==> config.mk <==
export PLATFORM = sky130hd
export DESIGN_NAME = legacy_branch_call_exec
export DESIGN_NICKNAME = d
export VERILOG_FILES = /design/src/common/legacy_exec_pkg.sv /design/src/hw/aux_reg_file.sv /design/src/hw/legacy_branch_call_exec.sv
export SDC_FILE = /design/constraint.sdc
export NUM_CORES = 1
export LEC_CHECK = 0
export BUFFER_PORTS_ARGS = -buffer_cell sky130_fd_sc_hd__buf_2
export CAP_MARGIN = 20
export CELL_PAD_IN_SITES_DETAIL_PLACEMENT = 0
export CELL_PAD_IN_SITES_GLOBAL_PLACEMENT = 1
export CORE_MARGIN = 1.5
export CORE_UTILIZATION = 35
export CTS_CLUSTER_SIZE = 20
export DETAILED_ROUTE_END_ITERATION = 10
export PLACE_DENSITY = 0.66
export SETUP_SLACK_MARGIN = 0.4
export SLEW_MARGIN = 20
export SYNTH_ARGS = -nofsm -noshare
export SYNTH_HDL_FRONTEND = slang
export SYNTH_SLANG_ARGS = --single-unit
==> constraint.sdc <==
create_clock -name clk -period 13.67 [get_ports clk]
set_input_delay 3.4175 -clock clk [delete_from_list [all_inputs] [get_ports clk]]
set_output_delay 3.4175 -clock clk [all_outputs]
set_load 0.005 [all_outputs]
==> src/common/legacy_exec_pkg.sv <==
// constants and types of the legacy control-transfer executor
// assumes a 10 MHz core clock and a classic wishbone register port
package legacy_exec_pkg;
  // register byte offsets
  localparam logic [7:0] OFS_CTRL = 8'h00;
  localparam logic [7:0] OFS_PC = 8'h04;
  localparam logic [7:0] OFS_SP = 8'h08;
  localparam logic [7:0] OFS_ACC_LOW = 8'h0c;
  localparam logic [7:0] OFS_REPEAT_COUNT_REG = 8'h10;
  localparam logic [7:0] OFS_STATUS = 8'h14;
  localparam logic [2:0] OFS_XAR_BLOCK = 3'h1;
  // control and status fields
  localparam int CTRL_OBJECT_MODE_BIT_BIT = 0;
  localparam int CTRL_ARMED_BIT = 1;
  localparam int CTRL_ARP_LSB = 4;
  localparam int STAT_BUSY_BIT = 0;
  localparam int STAT_TAKEN_BIT = 1;
  localparam int STAT_UNKNOWN_BIT = 2;
  // reset values
  localparam logic [21:0] PC_RESET = 22'h3f0000;
  localparam logic [15:0] SP_RESET = 16'h0000;
  localparam logic [7:0] REPEAT_COUNT_REG_RESET = 8'h00;
  localparam logic [5:0] PC_PAGE = 6'h3f;
  // opcodes
  localparam logic [15:0] OP_BANZ_IND = 16'h560c;
  localparam logic [15:0] OP_BANZ_INC = 16'h560a;
  localparam logic [15:0] OP_BANZ_DEC = 16'h560b;
  localparam logic [15:0] OP_BANZ_IDX_INC = 16'h560e;
  localparam logic [15:0] OP_BANZ_IDX_DEC = 16'h560f;
  localparam logic [15:0] OP_CALL_ACC = 16'h5634;
  localparam logic [15:0] OP_BANZ_IND_ARP = 16'h3c70;
  localparam logic [15:0] OP_BANZ_INC_ARP = 16'h3e78;
  localparam logic [15:0] OP_BANZ_DEC_ARP = 16'h3e40;
  localparam logic [15:0] OP_BANZ_IDXI_ARP = 16'h3e48;
  localparam logic [15:0] OP_BANZ_IDXD_ARP = 16'h3e50;
  localparam logic [15:0] OP_CALL_IMM_ARP = 16'h3e68;
  localparam logic [15:0] ARP_FIELD_MASK = 16'hfff8;
  // execute cycle counts
  localparam logic [2:0] CYC_BANZ_TAKEN = 3'h4;
  localparam logic [2:0] CYC_BANZ_NOT = 3'h2;
  localparam logic [2:0] CYC_CALL_ACC = 3'h7;
  localparam logic [2:0] CYC_CALL_IMM = 3'h4;

  typedef enum logic [2:0] {
    MOD_NONE, MOD_INC, MOD_DEC, MOD_IDX_INC, MOD_IDX_DEC
  } post_mod_e;

  typedef enum logic [1:0] {
    KIND_BANZ, KIND_CALL_ACC, KIND_CALL_IMM
  } op_kind_e;

  typedef enum logic [1:0] {
    ST_IDLE = 2'b00,
    ST_FETCH = 2'b01,
    ST_EXEC = 2'b11
  } exec_state_e;
endpackage

==> src/hw/aux_reg_file.sv <==
// bank of extended auxiliary registers held in flip-flops
// assumes modify and bus write never target one entry together
`timescale 1ns/10ps
`default_nettype none
module aux_reg_file #(
  parameter int COUNT = 8,
  parameter int WIDTH = 32
) (
  input wire logic clk,
  input wire logic reset_n,
  input wire logic bus_we,
  input wire logic [$clog2(COUNT)-1:0] bus_idx,
  input wire logic [WIDTH-1:0] bus_data,
  input wire logic mod_en,
  input wire logic [$clog2(COUNT)-1:0] mod_idx,
  input wire logic [WIDTH-1:0] mod_value,
  output logic [COUNT*WIDTH-1:0] regs_flat
);
  generate
    if (COUNT < 2 || WIDTH < 16)
    begin : g_bad
      $error("aux_reg_file: unsupported size");
    end
  endgenerate

  genvar i;
  generate
    for (i = 0; i < COUNT; i++)
    begin : g_entry
      always_ff @(posedge clk or negedge reset_n)
      begin
        if (!reset_n)
        begin
          regs_flat[i*WIDTH +: WIDTH] <= '0;
        end
        else if (mod_en && mod_idx == i)
        begin
          regs_flat[i*WIDTH +: WIDTH] <= mod_value;
        end
        else if (bus_we && bus_idx == i)
        begin
          regs_flat[i*WIDTH +: WIDTH] <= bus_data;
        end
      end
    end
  endgenerate
endmodule // aux_reg_file
`default_nettype wire

==> src/hw/legacy_branch_call_exec.sv <==
// executor for the legacy branch-on-aux and call instructions
// assumes a 16-bit word stream and classic wishbone register access
`timescale 1ns/10ps
`default_nettype none
module legacy_branch_call_exec #(
  parameter int AUX_COUNT = 8
) (
  input wire logic clk,
  input wire logic reset_n,
  input wire logic wb_cyc_i,
  input wire logic wb_stb_i,
  input wire logic wb_we_i,
  input wire logic [7:0] wb_adr_i,
  input wire logic [3:0] wb_sel_i,
  input wire logic [31:0] wb_dat_i,
  output logic [31:0] wb_dat_o,
  output logic wb_ack_o,
  input wire logic word_valid,
  input wire logic [15:0] word_data,
  output logic word_ready,
  output logic stack_we,
  output logic [15:0] stack_addr,
  output logic [15:0] stack_data,
  output logic [21:0] pc_out,
  output logic exec_done
);
  generate
    if (AUX_COUNT != 8)
    begin : g_bad
      $error("legacy_branch_call_exec: pointer field selects exactly 8");
    end
  endgenerate

  legacy_exec_pkg::exec_state_e state_reg;
  legacy_exec_pkg::op_kind_e kind_reg;
  legacy_exec_pkg::post_mod_e mod_reg;
  logic arp_load_reg;
  logic [2:0] arp_new_reg;
  logic [15:0] imm_reg;
  logic [2:0] cnt_reg;
  logic taken_reg;
  logic object_mode_bit_reg;
  logic armed_reg;
  logic [2:0] arp_reg;
  logic [21:0] pc_reg;
  logic [15:0] sp_reg;
  logic [15:0] acc_low_reg;
  logic [7:0] repeat_count_reg_reg;
  logic unknown_reg;
  logic [AUX_COUNT*32-1:0] xar_flat;

  // decode results
  logic dec_hit;
  legacy_exec_pkg::op_kind_e dec_kind;
  legacy_exec_pkg::post_mod_e dec_mod;
  logic dec_two;
  logic dec_arp_load;

  // bus decode
  logic bus_req;
  logic bus_wr;
  logic busy;
  logic bus_wr_ok;
  logic xar_hit;
  logic [31:0] cur_word;
  logic [31:0] wr_word;
  logic [31:0] rd_word;

  // execution helpers
  logic word_take;
  logic last_cycle;
  logic [31:0] xar_sel;
  logic [31:0] idx_ext;
  logic [31:0] xar_mod;
  logic [21:0] ret_addr;
  logic [21:0] pc_commit;
  logic mod_en;

  function automatic logic [31:0] merge_sel(
    input logic [31:0] old_v,
    input logic [31:0] new_v,
    input logic [3:0] sel
  );
    logic [31:0] r;
    r = old_v;
    for (int b = 0; b < 4; b++)
    begin
      if (sel[b])
      begin
        r[b*8 +: 8] = new_v[b*8 +: 8];
      end
    end
    return r;
  endfunction

  // instruction decode, gated by object mode
  always_comb
  begin
    dec_hit = 1'b1;
    dec_kind = legacy_exec_pkg::KIND_BANZ;
    dec_mod = legacy_exec_pkg::MOD_NONE;
    dec_two = 1'b1;
    dec_arp_load = 1'b0;
    case (word_data)
      legacy_exec_pkg::OP_BANZ_IND: dec_mod = legacy_exec_pkg::MOD_NONE;
      legacy_exec_pkg::OP_BANZ_INC: dec_mod = legacy_exec_pkg::MOD_INC;
      legacy_exec_pkg::OP_BANZ_DEC: dec_mod = legacy_exec_pkg::MOD_DEC;
      legacy_exec_pkg::OP_BANZ_IDX_INC: dec_mod = legacy_exec_pkg::MOD_IDX_INC;
      legacy_exec_pkg::OP_BANZ_IDX_DEC: dec_mod = legacy_exec_pkg::MOD_IDX_DEC;
      legacy_exec_pkg::OP_CALL_ACC:
      begin
        dec_kind = legacy_exec_pkg::KIND_CALL_ACC;
        dec_two = 1'b0;
      end
      default:
      begin
        dec_arp_load = 1'b1;
        case (word_data & legacy_exec_pkg::ARP_FIELD_MASK)
          legacy_exec_pkg::OP_BANZ_IND_ARP: dec_mod = legacy_exec_pkg::MOD_NONE;
          legacy_exec_pkg::OP_BANZ_INC_ARP: dec_mod = legacy_exec_pkg::MOD_INC;
          legacy_exec_pkg::OP_BANZ_DEC_ARP: dec_mod = legacy_exec_pkg::MOD_DEC;
          legacy_exec_pkg::OP_BANZ_IDXI_ARP: dec_mod = legacy_exec_pkg::MOD_IDX_INC;
          legacy_exec_pkg::OP_BANZ_IDXD_ARP: dec_mod = legacy_exec_pkg::MOD_IDX_DEC;
          legacy_exec_pkg::OP_CALL_IMM_ARP: dec_kind = legacy_exec_pkg::KIND_CALL_IMM;
          default:
          begin
            dec_hit = 1'b0;
            dec_arp_load = 1'b0;
          end
        endcase
      end
    endcase
    if (!object_mode_bit_reg)
    begin
      dec_hit = 1'b0;
    end
  end

  assign word_take = word_valid && word_ready;
  assign busy = state_reg != legacy_exec_pkg::ST_IDLE;
  assign last_cycle = state_reg == legacy_exec_pkg::ST_EXEC && cnt_reg == 3'h1;
  assign xar_sel = xar_flat[arp_reg*32 +: 32];
  assign idx_ext = {16'h0000, xar_flat[15:0]};
  assign ret_addr = pc_reg + 22'h000001;

  // post-modify value of the selected register
  always_comb
  begin
    case (mod_reg)
      legacy_exec_pkg::MOD_INC: xar_mod = xar_sel + 32'h00000001;
      legacy_exec_pkg::MOD_DEC: xar_mod = xar_sel - 32'h00000001;
      legacy_exec_pkg::MOD_IDX_INC: xar_mod = xar_sel + idx_ext;
      legacy_exec_pkg::MOD_IDX_DEC: xar_mod = xar_sel - idx_ext;
      default: xar_mod = xar_sel;
    endcase
  end

  assign mod_en = last_cycle && kind_reg == legacy_exec_pkg::KIND_BANZ;

  // program counter at completion
  always_comb
  begin
    case (kind_reg)
      legacy_exec_pkg::KIND_CALL_ACC:
        pc_commit = {legacy_exec_pkg::PC_PAGE, acc_low_reg};
      legacy_exec_pkg::KIND_CALL_IMM:
        pc_commit = {legacy_exec_pkg::PC_PAGE, imm_reg};
      default:
        pc_commit = taken_reg ? {legacy_exec_pkg::PC_PAGE, imm_reg}
                              : pc_reg + 22'h000002;
    endcase
  end

  // sequencer: opcode, optional immediate word, counted execute
  always_ff @(posedge clk or negedge reset_n)
  begin
    if (!reset_n)
    begin
      state_reg <= legacy_exec_pkg::ST_IDLE;
      word_ready <= 1'b0;
      cnt_reg <= 3'h0;
      taken_reg <= 1'b0;
    end
    else
    begin
      case (state_reg)
        legacy_exec_pkg::ST_IDLE:
        begin
          word_ready <= 1'b1;
          if (word_take && dec_hit)
          begin
            if (dec_two)
            begin
              state_reg <= legacy_exec_pkg::ST_FETCH;
            end
            else
            begin
              state_reg <= legacy_exec_pkg::ST_EXEC;
              word_ready <= 1'b0;
              cnt_reg <= legacy_exec_pkg::CYC_CALL_ACC;
            end
          end
        end
        legacy_exec_pkg::ST_FETCH:
        begin
          if (word_take)
          begin
            state_reg <= legacy_exec_pkg::ST_EXEC;
            word_ready <= 1'b0;
            if (kind_reg == legacy_exec_pkg::KIND_CALL_IMM)
            begin
              cnt_reg <= legacy_exec_pkg::CYC_CALL_IMM;
            end
            else if (xar_sel[15:0] != 16'h0000)
            begin
              taken_reg <= 1'b1;
              cnt_reg <= legacy_exec_pkg::CYC_BANZ_TAKEN;
            end
            else
            begin
              taken_reg <= 1'b0;
              cnt_reg <= legacy_exec_pkg::CYC_BANZ_NOT;
            end
          end
        end
        legacy_exec_pkg::ST_EXEC:
        begin
          cnt_reg <= cnt_reg - 3'h1;
          if (last_cycle)
          begin
            state_reg <= legacy_exec_pkg::ST_IDLE;
            word_ready <= 1'b1;
          end
        end
        default:
        begin
          state_reg <= legacy_exec_pkg::ST_IDLE;
          word_ready <= 1'b0;
        end
      endcase
    end
  end

  // latched instruction fields
  always_ff @(posedge clk or negedge reset_n)
  begin
    if (!reset_n)
    begin
      kind_reg <= legacy_exec_pkg::KIND_BANZ;
      mod_reg <= legacy_exec_pkg::MOD_NONE;
      arp_load_reg <= 1'b0;
      arp_new_reg <= 3'h0;
      imm_reg <= 16'h0000;
    end
    else if (word_take)
    begin
      if (state_reg == legacy_exec_pkg::ST_IDLE && dec_hit)
      begin
        kind_reg <= dec_kind;
        mod_reg <= dec_mod;
        arp_load_reg <= dec_arp_load;
        arp_new_reg <= word_data[2:0];
      end
      else if (state_reg == legacy_exec_pkg::ST_FETCH)
      begin
        imm_reg <= word_data;
      end
    end
  end

  // completion pulse and stack push
  always_ff @(posedge clk or negedge reset_n)
  begin
    if (!reset_n)
    begin
      exec_done <= 1'b0;
      stack_we <= 1'b0;
      stack_addr <= 16'h0000;
      stack_data <= 16'h0000;
    end
    else
    begin
      exec_done <= last_cycle;
      stack_we <= last_cycle && kind_reg != legacy_exec_pkg::KIND_BANZ;
      if (last_cycle && kind_reg != legacy_exec_pkg::KIND_BANZ)
      begin
        stack_addr <= sp_reg;
        stack_data <= ret_addr[15:0];
      end
    end
  end

  // bus request and write gating
  assign bus_req = wb_cyc_i && wb_stb_i && !wb_ack_o;
  assign bus_wr = bus_req && wb_we_i;
  assign bus_wr_ok = bus_wr && !busy;
  assign xar_hit = wb_adr_i[7:5] == legacy_exec_pkg::OFS_XAR_BLOCK;

  always_comb
  begin
    cur_word = 32'h00000000;
    if (xar_hit)
    begin
      cur_word = xar_flat[wb_adr_i[4:2]*32 +: 32];
    end
    else
    begin
      case (wb_adr_i)
        legacy_exec_pkg::OFS_CTRL:
        begin
          cur_word[legacy_exec_pkg::CTRL_OBJECT_MODE_BIT_BIT] = object_mode_bit_reg;
          cur_word[legacy_exec_pkg::CTRL_ARMED_BIT] = armed_reg;
          cur_word[legacy_exec_pkg::CTRL_ARP_LSB +: 3] = arp_reg;
        end
        legacy_exec_pkg::OFS_PC: cur_word[21:0] = pc_reg;
        legacy_exec_pkg::OFS_SP: cur_word[15:0] = sp_reg;
        legacy_exec_pkg::OFS_ACC_LOW: cur_word[15:0] = acc_low_reg;
        legacy_exec_pkg::OFS_REPEAT_COUNT_REG: cur_word[7:0] = repeat_count_reg_reg;
        legacy_exec_pkg::OFS_STATUS:
        begin
          cur_word[legacy_exec_pkg::STAT_BUSY_BIT] = busy;
          cur_word[legacy_exec_pkg::STAT_TAKEN_BIT] = taken_reg;
          cur_word[legacy_exec_pkg::STAT_UNKNOWN_BIT] = unknown_reg;
        end
        default: cur_word = 32'h00000000;
      endcase
    end
    rd_word = cur_word;
    wr_word = merge_sel(cur_word, wb_dat_i, wb_sel_i);
  end

  // wishbone answer: one cycle after the request, unmapped reads zero
  always_ff @(posedge clk or negedge reset_n)
  begin
    if (!reset_n)
    begin
      wb_ack_o <= 1'b0;
      wb_dat_o <= 32'h00000000;
    end
    else
    begin
      wb_ack_o <= bus_req;
      if (bus_req && !wb_we_i)
      begin
        wb_dat_o <= rd_word;
      end
    end
  end

  // control bits
  always_ff @(posedge clk or negedge reset_n)
  begin
    if (!reset_n)
    begin
      object_mode_bit_reg <= 1'b0;
      armed_reg <= 1'b0;
    end
    else if (bus_wr_ok && wb_adr_i == legacy_exec_pkg::OFS_CTRL)
    begin
      object_mode_bit_reg <= wr_word[legacy_exec_pkg::CTRL_OBJECT_MODE_BIT_BIT];
      armed_reg <= wr_word[legacy_exec_pkg::CTRL_ARMED_BIT];
    end
    else if (last_cycle)
    begin
      armed_reg <= 1'b0;
    end
  end

  // pointer select: new value applied after the post-modify
  always_ff @(posedge clk or negedge reset_n)
  begin
    if (!reset_n)
    begin
      arp_reg <= 3'h0;
    end
    else if (last_cycle && (arp_load_reg || kind_reg == legacy_exec_pkg::KIND_CALL_IMM))
    begin
      arp_reg <= arp_new_reg;
    end
    else if (bus_wr_ok && wb_adr_i == legacy_exec_pkg::OFS_CTRL)
    begin
      arp_reg <= wr_word[legacy_exec_pkg::CTRL_ARP_LSB +: 3];
    end
  end

  // program counter
  always_ff @(posedge clk or negedge reset_n)
  begin
    if (!reset_n)
    begin
      pc_reg <= legacy_exec_pkg::PC_RESET;
    end
    else if (last_cycle)
    begin
      pc_reg <= pc_commit;
    end
    else if (bus_wr_ok && wb_adr_i == legacy_exec_pkg::OFS_PC)
    begin
      pc_reg <= wr_word[21:0];
    end
  end

  assign pc_out = pc_reg;

  // stack pointer
  always_ff @(posedge clk or negedge reset_n)
  begin
    if (!reset_n)
    begin
      sp_reg <= legacy_exec_pkg::SP_RESET;
    end
    else if (last_cycle && kind_reg != legacy_exec_pkg::KIND_BANZ)
    begin
      sp_reg <= sp_reg + 16'h0001;
    end
    else if (bus_wr_ok && wb_adr_i == legacy_exec_pkg::OFS_SP)
    begin
      sp_reg <= wr_word[15:0];
    end
  end

  // low accumulator half, software loaded
  always_ff @(posedge clk or negedge reset_n)
  begin
    if (!reset_n)
    begin
      acc_low_reg <= 16'h0000;
    end
    else if (bus_wr_ok && wb_adr_i == legacy_exec_pkg::OFS_ACC_LOW)
    begin
      acc_low_reg <= wr_word[15:0];
    end
  end

  // repeat count: cleared when a legacy transfer follows the prefix
  always_ff @(posedge clk or negedge reset_n)
  begin
    if (!reset_n)
    begin
      repeat_count_reg_reg <= legacy_exec_pkg::REPEAT_COUNT_REG_RESET;
    end
    else if (last_cycle && armed_reg)
    begin
      repeat_count_reg_reg <= legacy_exec_pkg::REPEAT_COUNT_REG_RESET;
    end
    else if (bus_wr_ok && wb_adr_i == legacy_exec_pkg::OFS_REPEAT_COUNT_REG)
    begin
      repeat_count_reg_reg <= wr_word[7:0];
    end
  end

  // sticky unknown-word flag, write one to clear, set wins
  always_ff @(posedge clk or negedge reset_n)
  begin
    if (!reset_n)
    begin
      unknown_reg <= 1'b0;
    end
    else if (word_take && state_reg == legacy_exec_pkg::ST_IDLE && !dec_hit)
    begin
      unknown_reg <= 1'b1;
    end
    else if (bus_wr && wb_adr_i == legacy_exec_pkg::OFS_STATUS
             && wb_sel_i[0] && wb_dat_i[legacy_exec_pkg::STAT_UNKNOWN_BIT])
    begin
      unknown_reg <= 1'b0;
    end
  end

  aux_reg_file #(
    .COUNT(AUX_COUNT),
    .WIDTH(32)
  ) u_aux (
    .clk(clk),
    .reset_n(reset_n),
    .bus_we(bus_wr_ok && xar_hit),
    .bus_idx(wb_adr_i[4:2]),
    .bus_data(wr_word),
    .mod_en(mod_en),
    .mod_idx(arp_reg),
    .mod_value(xar_mod),
    .regs_flat(xar_flat)
  );
endmodule // legacy_branch_call_exec
`default_nettype wire

==> results of run 1 <==
-- cell families after synthesis --
| logic type | after synthesis | share of synthesized area (%) |
|---|---|---|
| fa+ha+maj | 45 | 2.078 |
| mux | 265 | 15.22 |
| buf+inv | 294 | 4.269 |
| compound gates | 967 | 22.07 |
| xor+xnor | 43 | 1.371 |
| flops | 423 | 38.57 |
| simple gates | 1060 | 16.42 |
-- report_power, final --
group | switching [mW] | leakage, nW | internal [mW]
Sequential | 0.174 | 4.95 | 1.40
Clock | 0.575 | 0.839 | 0.829
Combinational | 0.758 | 7.04 | 0.460
-- area by class of cell --
| cell class | instances | share of cell area, % |
|---|---|---|
| Tap cell | 1040 | 4.212 |
| Inverter | 37 | 0.4496 |
| Multi-Input combinational cell | 2380 | 51.26 |
| Timing Repair Buffer | 221 | 4.281 |
| Clock inverter | 12 | 0.4860 |
| Clock buffer | 79 | 4.998 |
| Sequential cell | 423 | 34.31 |
-- path summary, 6_finish.rpt --
| path | startpoint | slack (ns) | endpoint | cells after the start |
|---|---|---|---|---|
| max | wb_adr_i[2] | 6.74 | u_aux.regs_flat[171]$_DFFE_PN0P_ | 9 |
| min | stack_addr[5]$_DFFE_PN0P_ | 0.47 | stack_addr[5]$_DFFE_PN0P_ | 2 |
| min in group asynchronous | reset_n | 2.90 | stack_data[9]$_DFFE_PN0P_ | 1 |
| min reg2reg | stack_addr[5]$_DFFE_PN0P_ | 0.47 | stack_addr[5]$_DFFE_PN0P_ | 2 |
| max reg2reg | u_aux.regs_flat[0]$_DFFE_PN0P_ | 7.30 | u_aux.regs_flat[63]$_DFFE_PN0P_ | 19 |
| max in group asynchronous | reset_n | 9.27 | u_aux.regs_flat[119]$_DFFE_PN0P_ | 2 |
-- Yosys cell counts, types with 4 or more instances --
library cell	count	share of area, %
nand4_1	14	0.32
nand2b_1	12	0.27
nor4_1	8	0.18
nor3_1	45	0.82
a21o_1	17	0.46
a22o_1	15	0.48
dfstp_2	6	0.57
mux2_2	87	3.6
and3_1	30	0.68
o21a_1	20	0.55
nor2b_1	17	0.39
a22oi_1	16	0.44
o21ai_1	14	0.26
or3_1	16	0.36
a221oi_1	29	0.92
a31oi_1	53	1.2
or3_4	4	0.16
o22ai_1	37	0.84
nor3_2	5	0.18
a21oi_1	279	5.1
o221a_2	4	0.16
and2_1	10	0.23
a31o_2	6	0.19
clkbuf_1	195	2.7
xnor2_1	22	0.70
o21ai_0	202	3.7
o21bai_1	4	0.11
nand3_1	38	0.69
a211oi_1	146	4.0
buf_2	46	0.84
o211ai_1	66	1.8
mux4_2	112	9.2
a222oi_1	7	0.26
o221ai_1	6	0.19
inv_1	34	0.46
nor2_1	330	4.5
mux2i_1	65	2.4
or2_2	4	0.091
xor2_1	21	0.67
ha_1	44	2.0
o31ai_1	20	0.55
nand2_1	508	6.9
dfrtp_1	417	38
buf_1	13	0.18
-- per-layer routing --
layer / track usage, % / vias to the layer above / part of all wire (%)
met3: 4.823 / 254 / 8.5
li1: - / 11400 / -
met2: 42.73 / 1341 / 45
met5: 0 / - / 0
met1: 37.45 / 12890 / 42
met4: 10.64 / 0 / 4.1
-- critical path, stage by stage --
cell	delay (ns)
buf_4	0.48
buf_4	0.67
buf_4	0.66
mux4_2	0.59
a221oi_1	0.30
a21oi_1	0.10
mux2i_1	0.82
o211ai_1	0.21
o21a_1	0.15
-- through the flow --
stage	utilization [%]	power, mW
3_5_place_dp	37.55	2.794
4_1_cts	39.73	4.208
3_3_place_gp	37.54	2.769
2_1_floorplan	-	2.328
5_1_grt	39.81	4.399
6_report	39.81	4.200
-- cells in the final DEF (no fill, tap or decap), types with 7 or more instances in the layout --
master | Yosys | routed
a211oi_1 | 146 | 146
a21o_1 | 17 | 17
a21oi_1 | 279 | 279
a221oi_1 | 29 | 29
a222oi_1 | 7 | 7
a22o_1 | 15 | 15
a22oi_1 | 16 | 16
a31oi_1 | 53 | 53
and2_1 | 10 | 10
and3_1 | 30 | 30
buf_2 | 46 | 152
buf_4 | 3 | 64
clkbuf_1 | 195 | 14
clkbuf_16 | 0 | 53
clkbuf_8 | 0 | 12
clkinv_2 | 0 | 8
dfrtp_1 | 417 | 415
ha_1 | 44 | 44
inv_1 | 34 | 34
mux2_2 | 87 | 87
mux2i_1 | 65 | 62
mux4_2 | 112 | 112
nand2_1 | 508 | 503
nand2b_1 | 12 | 11
nand3_1 | 38 | 37
nand4_1 | 14 | 14
nor2_1 | 330 | 321
nor2_2 | 1 | 8
nor2b_1 | 17 | 17
nor3_1 | 45 | 43
nor4_1 | 8 | 8
o211ai_1 | 66 | 66
o21a_1 | 20 | 20
o21ai_0 | 202 | 202
o21ai_1 | 14 | 14
o22ai_1 | 37 | 37
o31ai_1 | 20 | 19
or3_1 | 16 | 15
xnor2_1 | 22 | 21
xor2_1 | 21 | 20
==> Implementation_results.wiki, run 1 <==
{| class="wikitable"
! Metric !! Value
|-
| Required time at the worst-slack endpoint || 14.18 ns
|-
| Die Width || 283.1 um
|-
| Hold Path Class || flip-flop to flip-flop
|-
| Cell variety after synth || 78
|-
| Status || completed
|-
| Final-report max-slew violation count || 0
|-
| Proportion of synthesized chip area in sequential cells || 38.57%
|-
| Number of placed instances with taps included || 4,099
|-
| Routed wire length per instance || 26.51 um
|-
| Area growth from synthesis to layout || 12.48%
|-
| Worst slew margin || 23.55%
|-
| Arrival time worst endpoint || 7.44 ns
|-
| Leakage power total || 12.84 nW
|-
| Number of buffers inserted for hold repair after clock tree synthesis || 0
|-
| CP startpoint kind || input pin
|-
| Endpoints failing setup || 0
|-
| Upper clock frequency limit || 144.3 MHz
|-
| Fraction of layout instances using a drive strength above 1 || 17.73%
|-
| DRC violations left || 0
|-
| Total grt overflow || 0
|-
| Vias in the first global route || 25,190
|-
| Post-CTS repair timing setup buffer count || 0
|-
| Largest net degree at the start of global routing || 166
|-
| Vias || 25,880
|-
| Count of instances resized after the clock tree is built || 0
|-
| Hpwl dp || 73.35 mm
|-
| Nets || 3,226
|-
| Setup TNS || 0 ns
|-
| Average footprint of a synthesized cell || 8.867 um2
|-
| Crit. End Element || flip-flop
|-
| Number of nets produced by synthesis || 3,208
|-
| Hold Worst Slack || 0.4703 ns
|-
| Area of the die || 0.08015 mm2
|-
| Global-route usage over all layers || 27.28%
|-
| Clk Latency, worst-skew pair || 0.62 ns
|-
| Register bit total from synthesis || 423
|-
| Max reg flops || 256
|-
| Effective utilization at floorplan || 35.39%
|-
| Design Area, Final || 0.03089 mm2
|-
| RSZ-0062 raised after global routing || no
|-
| Clock root buffer || clkbuf_16
|-
| Worst supply voltage drop on vdd || 0.09527 mV
|-
| First-iteration detailed-routing DRC count || 2,976
|-
| Fin Clk Skew || 0.02072 ns
|-
| Most used flip-flop cell after synthesis || dfrtp_1
|-
| Fraction of registers with async set/reset || 100.0%
|-
| Worst-case setup margin in the final layout || 6.742 ns
|-
| Number of instances in the synthesized netlist || 3,097
|-
| Post-synthesis cell area || 0.02746 mm2
|-
| 1st-pass router iterations || 6
|-
| Placement-stage cell area || 0.02914 mm2
|-
| Antenna viol nets, final || 0
|-
| # Max-Cap Violations || 0
|-
| Sum of routed wire length over all layers || 111.1 mm
|-
| Diodes inserted || 0
|-
| Shortest clock period the worst path allows after layout || 6.928 ns
|-
| Number of levels in the clock H-tree || 2
|-
| Crit Path Category || input pin to flip-flop
|-
| Area inside the core boundary || 0.07759 mm2
|-
| Synthesis warning total || 0
|-
| CP Max Fanout || 34
|-
| Clock slew at the register clock pins of the worst setup and hold paths || 0.06 ns
|-
| Register bank with the most flops || u_aux.regs_flat
|-
| Number of endpoints with negative hold slack in the final report || 0
|-
| Period Utilization, post-route || 50.68%
|-
| Area occupied by multi-input gates || 0.01583 mm2
|-
| Register area || 0.01060 mm2
|-
| Clock tree from TritonCTS || built
|-
| Total of buffers placed on input and output ports || 155
|-
| Final weighted congestion in routability-driven placement || 0.9329
|-
| Number of sinks on the clock net || 423
|-
| FP Rows || 102
|-
| FILL cells || 7,788
|-
| Pre-CTS WS || 6.101 ns
|-
| Average via count per standard cell || 6.174
|-
| Total power density per cell area || 136.0 mW/mm2
|-
| Number of flops mapped to enable cells by yosys || 0
|-
| Number of antenna violations at the first check in global routing || 1
|-
| Filler-free cell count of the finished design || 4,192
|-
| Num CTS Buffers || 52
|-
| Number of buffers on the longest clock path || 3
|-
| Worst Max-Slew Pin Slew || 1.136 ns
|-
| Number of I/O pins || 156
|-
| Global-route wire length before repair || 167.5 mm
|-
| Die Ht || 283.1 um
|}
No activity file was read; power rests on OpenSTA's default activity.
==> inputs of run 2 (changes only) <==
- PLACE_DENSITY: 0.66 -> 0.69
- clock period: 13.67 -> 6.1 ns (I/O delays scaled with it)
==> run 2 against run 1 <==
Against the previous run: die area is the same; clock power grew 110%; register-to-register slack lost 6.7 ns; routed wire length shrank 0.33%; core utilization grew 0.23 points; final cell count grew 0.86%; combinational power grew 120%; critical path type is now flip-flop to flip-flop; count of clock-buffer cells in the layout shrank 4; sequential power grew 130%; clock skew shrank 0.0025 ns.
==> Implementation_results.wiki, run 2 (same netlist as run 1, synthesis figures left out) <==
{| class="wikitable"
! Metric !! Value
|-
| Routed wire length per instance || 26.20 um (-1.2%)
|-
| Antenna viol nets, final || 0 (unchanged)
|-
| Critical path buffers and inverters || 1 (-2)
|-
| Cell type of the slowest stage on the worst timing path || or4_4
|-
| Number of sinks on the clock net || 423 (unchanged)
|-
| Largest net degree at the start of global routing || 122 (-27%)
|-
| Required time at the worst-slack endpoint || 6.61 ns (-7.57 ns)
|-
| Final design utilization || 40.04% (+0.23 points)
|-
| Max reg flops || 256 (unchanged)
|-
| Leakage power total || 12.96 nW (+0.97%)
|-
| Worst-case setup margin in the final layout || 0.6480 ns (-6.094 ns)
|-
| Filler-free cell count of the finished design || 4,228 (+0.86%)
|-
| Crit Path Category || flip-flop to flip-flop
|-
| Area inside the core boundary || 0.07759 mm2 (unchanged)
|-
| Design Area, Final || 0.03107 mm2 (+0.57%)
|-
| Series of cell instances along the critical path || or3_4 > or3_4 > or3_4 > or3_4 > or4_4 > nor4_2 > ha_1 > nand2_1 > nand2_1 > o21ai_0 > ha_1 > nand4_1 > o221a_2 > o221ai_1 > or2_2 > o21ba_2 > a211oi_1 > o22ai_2 > xor2_1 > buf_4 > o21ai_0
|-
| Crit. End Element || flip-flop
|-
| Nets || 3,264 (+1.2%)
|-
| Most numerous cell on the critical path || or3_4
|-
| Vias in the first global route || 25,300 (+0.44%)
|-
| DRC violations left || 0 (unchanged)
|-
| Die Ht || 283.1 um (unchanged)
|-
| Area growth from synthesis to layout || 13.13%
|-
| Vias || 26,340 (+1.8%)
|-
| Number of placed instances with taps included || 4,143 (+1.1%)
|-
| Clock root buffer || clkbuf_16
|-
| Final weighted congestion in routability-driven placement || 0.9467 (+1.5%)
|-
| Clk Latency, worst-skew pair || 0.62 ns (about the same)
|-
| Leading cell types in the layout, fill and taps excluded || nand2_1, dfrtp_1, nor2_1
|-
| Top delay family on crit path || simple AND/OR/NAND/NOR gates
|-
| Post-CTS repair timing setup buffer count || 0 (unchanged)
|-
| Fin Clk Skew || 0.01825 ns (-0.002468 ns)
|-
| CP startpoint kind || flip-flop
|-
| Total of buffers placed on input and output ports || 155 (unchanged)
|-
| Average via count per standard cell || 6.231 (+0.92%)
|-
| Hpwl dp || 75.44 mm (+2.8%)
|-
| Worst Max-Slew Pin Slew || 1.073 ns (-0.06369 ns)
|-
| Worst slew margin || 26.45% (+2.9 points)
|-
| Placement-stage cell area || 0.02948 mm2 (+1.2%)
|-
| Hold Worst Slack || 0.4710 ns (+0.0006590 ns)
|-
| Clock slew at the register clock pins of the worst setup and hold paths || 0.06 ns (about the same)
|-
| Num CTS Buffers || 48 (-7.7%)
|-
| Sum of routed wire length over all layers || 110.8 mm (-0.33%)
|-
| FP Rows || 102 (unchanged)
|-
| First-iteration detailed-routing DRC count || 3,126 (+5.0%)
|-
| Number of buffers on the longest clock path || 3 (unchanged)
|-
| Arrival time worst endpoint || 5.96 ns (-1.48 ns)
|-
| # Max-Cap Violations || 0 (unchanged)
|-
| Most common cell after layout, fill and taps aside || nand2_1
|-
| Number of endpoints with negative hold slack in the final report || 0 (unchanged)
|-
| Number of levels in the clock H-tree || 2 (unchanged)
|-
| Period Utilization, post-route || 89.38%
|-
| Total power density per cell area || 298.2 mW/mm2 (+120%)
|-
| Status || completed
|-
| FF-to-FF setup slack || 0.65 ns (-6.65 ns)
|-
| FILL cells || 7,790 (+0.026%)
|-
| Upper clock frequency limit || 183.4 MHz
|-
| Register bank with the most flops || u_aux.regs_flat
|-
| Die Width || 283.1 um (unchanged)
|-
| Clock tree from TritonCTS || built
|-
| Number of antenna violations at the first check in global routing || 3 (+2)
|-
| Total grt overflow || 0 (unchanged)
|-
| Worst supply voltage drop on vdd || 0.2078 mV (+120%)
|-
| CP Max Fanout || 8 (-76%)
|-
| Fraction of layout instances using a drive strength above 1 || 18.73% (+1.0 points)
|-
| Delay contributed by the slowest stage of the critical path || 0.45 ns (-0.37 ns)
|-
| Endpoints failing setup || 0 (unchanged)
|-
| Hold Path Class || flip-flop to flip-flop
|-
| Shortest clock period the worst path allows after layout || 5.452 ns
|-
| Area of the die || 0.08015 mm2 (unchanged)
|-
| Global-route wire length before repair || 165.3 mm (-1.3%)
|-
| Final-report max-slew violation count || 0 (unchanged)
|-
| Effective utilization at floorplan || 35.39% (unchanged)
|-
| Global-route usage over all layers || 26.83% (-0.45 points)
|-
| Pre-CTS WS || 0.5148 ns (-5.586 ns)
|-
| Total power of the final layout || 9.264 mW (+120%)
|-
| RSZ-0062 raised after global routing || no
|-
| Setup TNS || 0 ns (unchanged)
|-
| Number of I/O pins || 156 (unchanged)
|-
| 1st-pass router iterations || 6 (unchanged)
|}
-- run 2: worst paths after layout --
| path | startpoint | endpoint | depth (start not counted) |
|---|---|---|---|
| max | u_aux.regs_flat[0]$_DFFE_PN0P_ | u_aux.regs_flat[63]$_DFFE_PN0P_ | 21 |
| min | stack_addr[12]$_DFFE_PN0P_ | stack_addr[12]$_DFFE_PN0P_ | 2 |
| max reg2reg | u_aux.regs_flat[0]$_DFFE_PN0P_ | u_aux.regs_flat[63]$_DFFE_PN0P_ | 21 |
| min reg2reg | stack_addr[12]$_DFFE_PN0P_ | stack_addr[12]$_DFFE_PN0P_ | 2 |
| max in group asynchronous | reset_n | u_aux.regs_flat[146]$_DFFE_PN0P_ | 2 |
| min in group asynchronous | reset_n | u_aux.regs_flat[160]$_DFFE_PN0P_ | 1 |
-- run 2: layer usage --
metal	up-vias	global-route usage (%)	wire length, um
met5	-	0	9
met4	2	9.305	3714
met3	238	4.364	9694
met2	1435	41.64	49810
met1	13180	37.85	47530
li1	11480	-	-
-- run 2: power by group --
group	total [mW]	switching (mW)	leakage, nW	internal, mW
combinational	2.73	1.66	7.25	1.07
clock	2.96	1.28	0.760	1.68
sequential	3.57	0.429	4.95	3.14
-- run 2: layout make-up --
class | count | area (um2) | area share [%]
timing repair buffer | 263 | 1637 | 5.268
sequential | 423 | 10600 | 34.12
antenna | 1 | 2.502 | 0.008054
inverter | 37 | 138.9 | 0.4470
clock inverter | 9 | 127.6 | 0.4108
clock buffer | 75 | 1423 | 4.579
tap | 1040 | 1301 | 4.188
multi-input combinational | 2380 | 15840 | 50.98
-- run 2: what timing repair did --
action	CTS	global route
endpoints found under the setup margin	0	26
gates resized for setup	0	8
hold buffers	0	0
-- run 2: worst min-delay path: cells and delay by family, from the launching register on --
kind	cells	cell delay [ns]
DFF	1	0.34
and+or+nand+nor	2	0.10
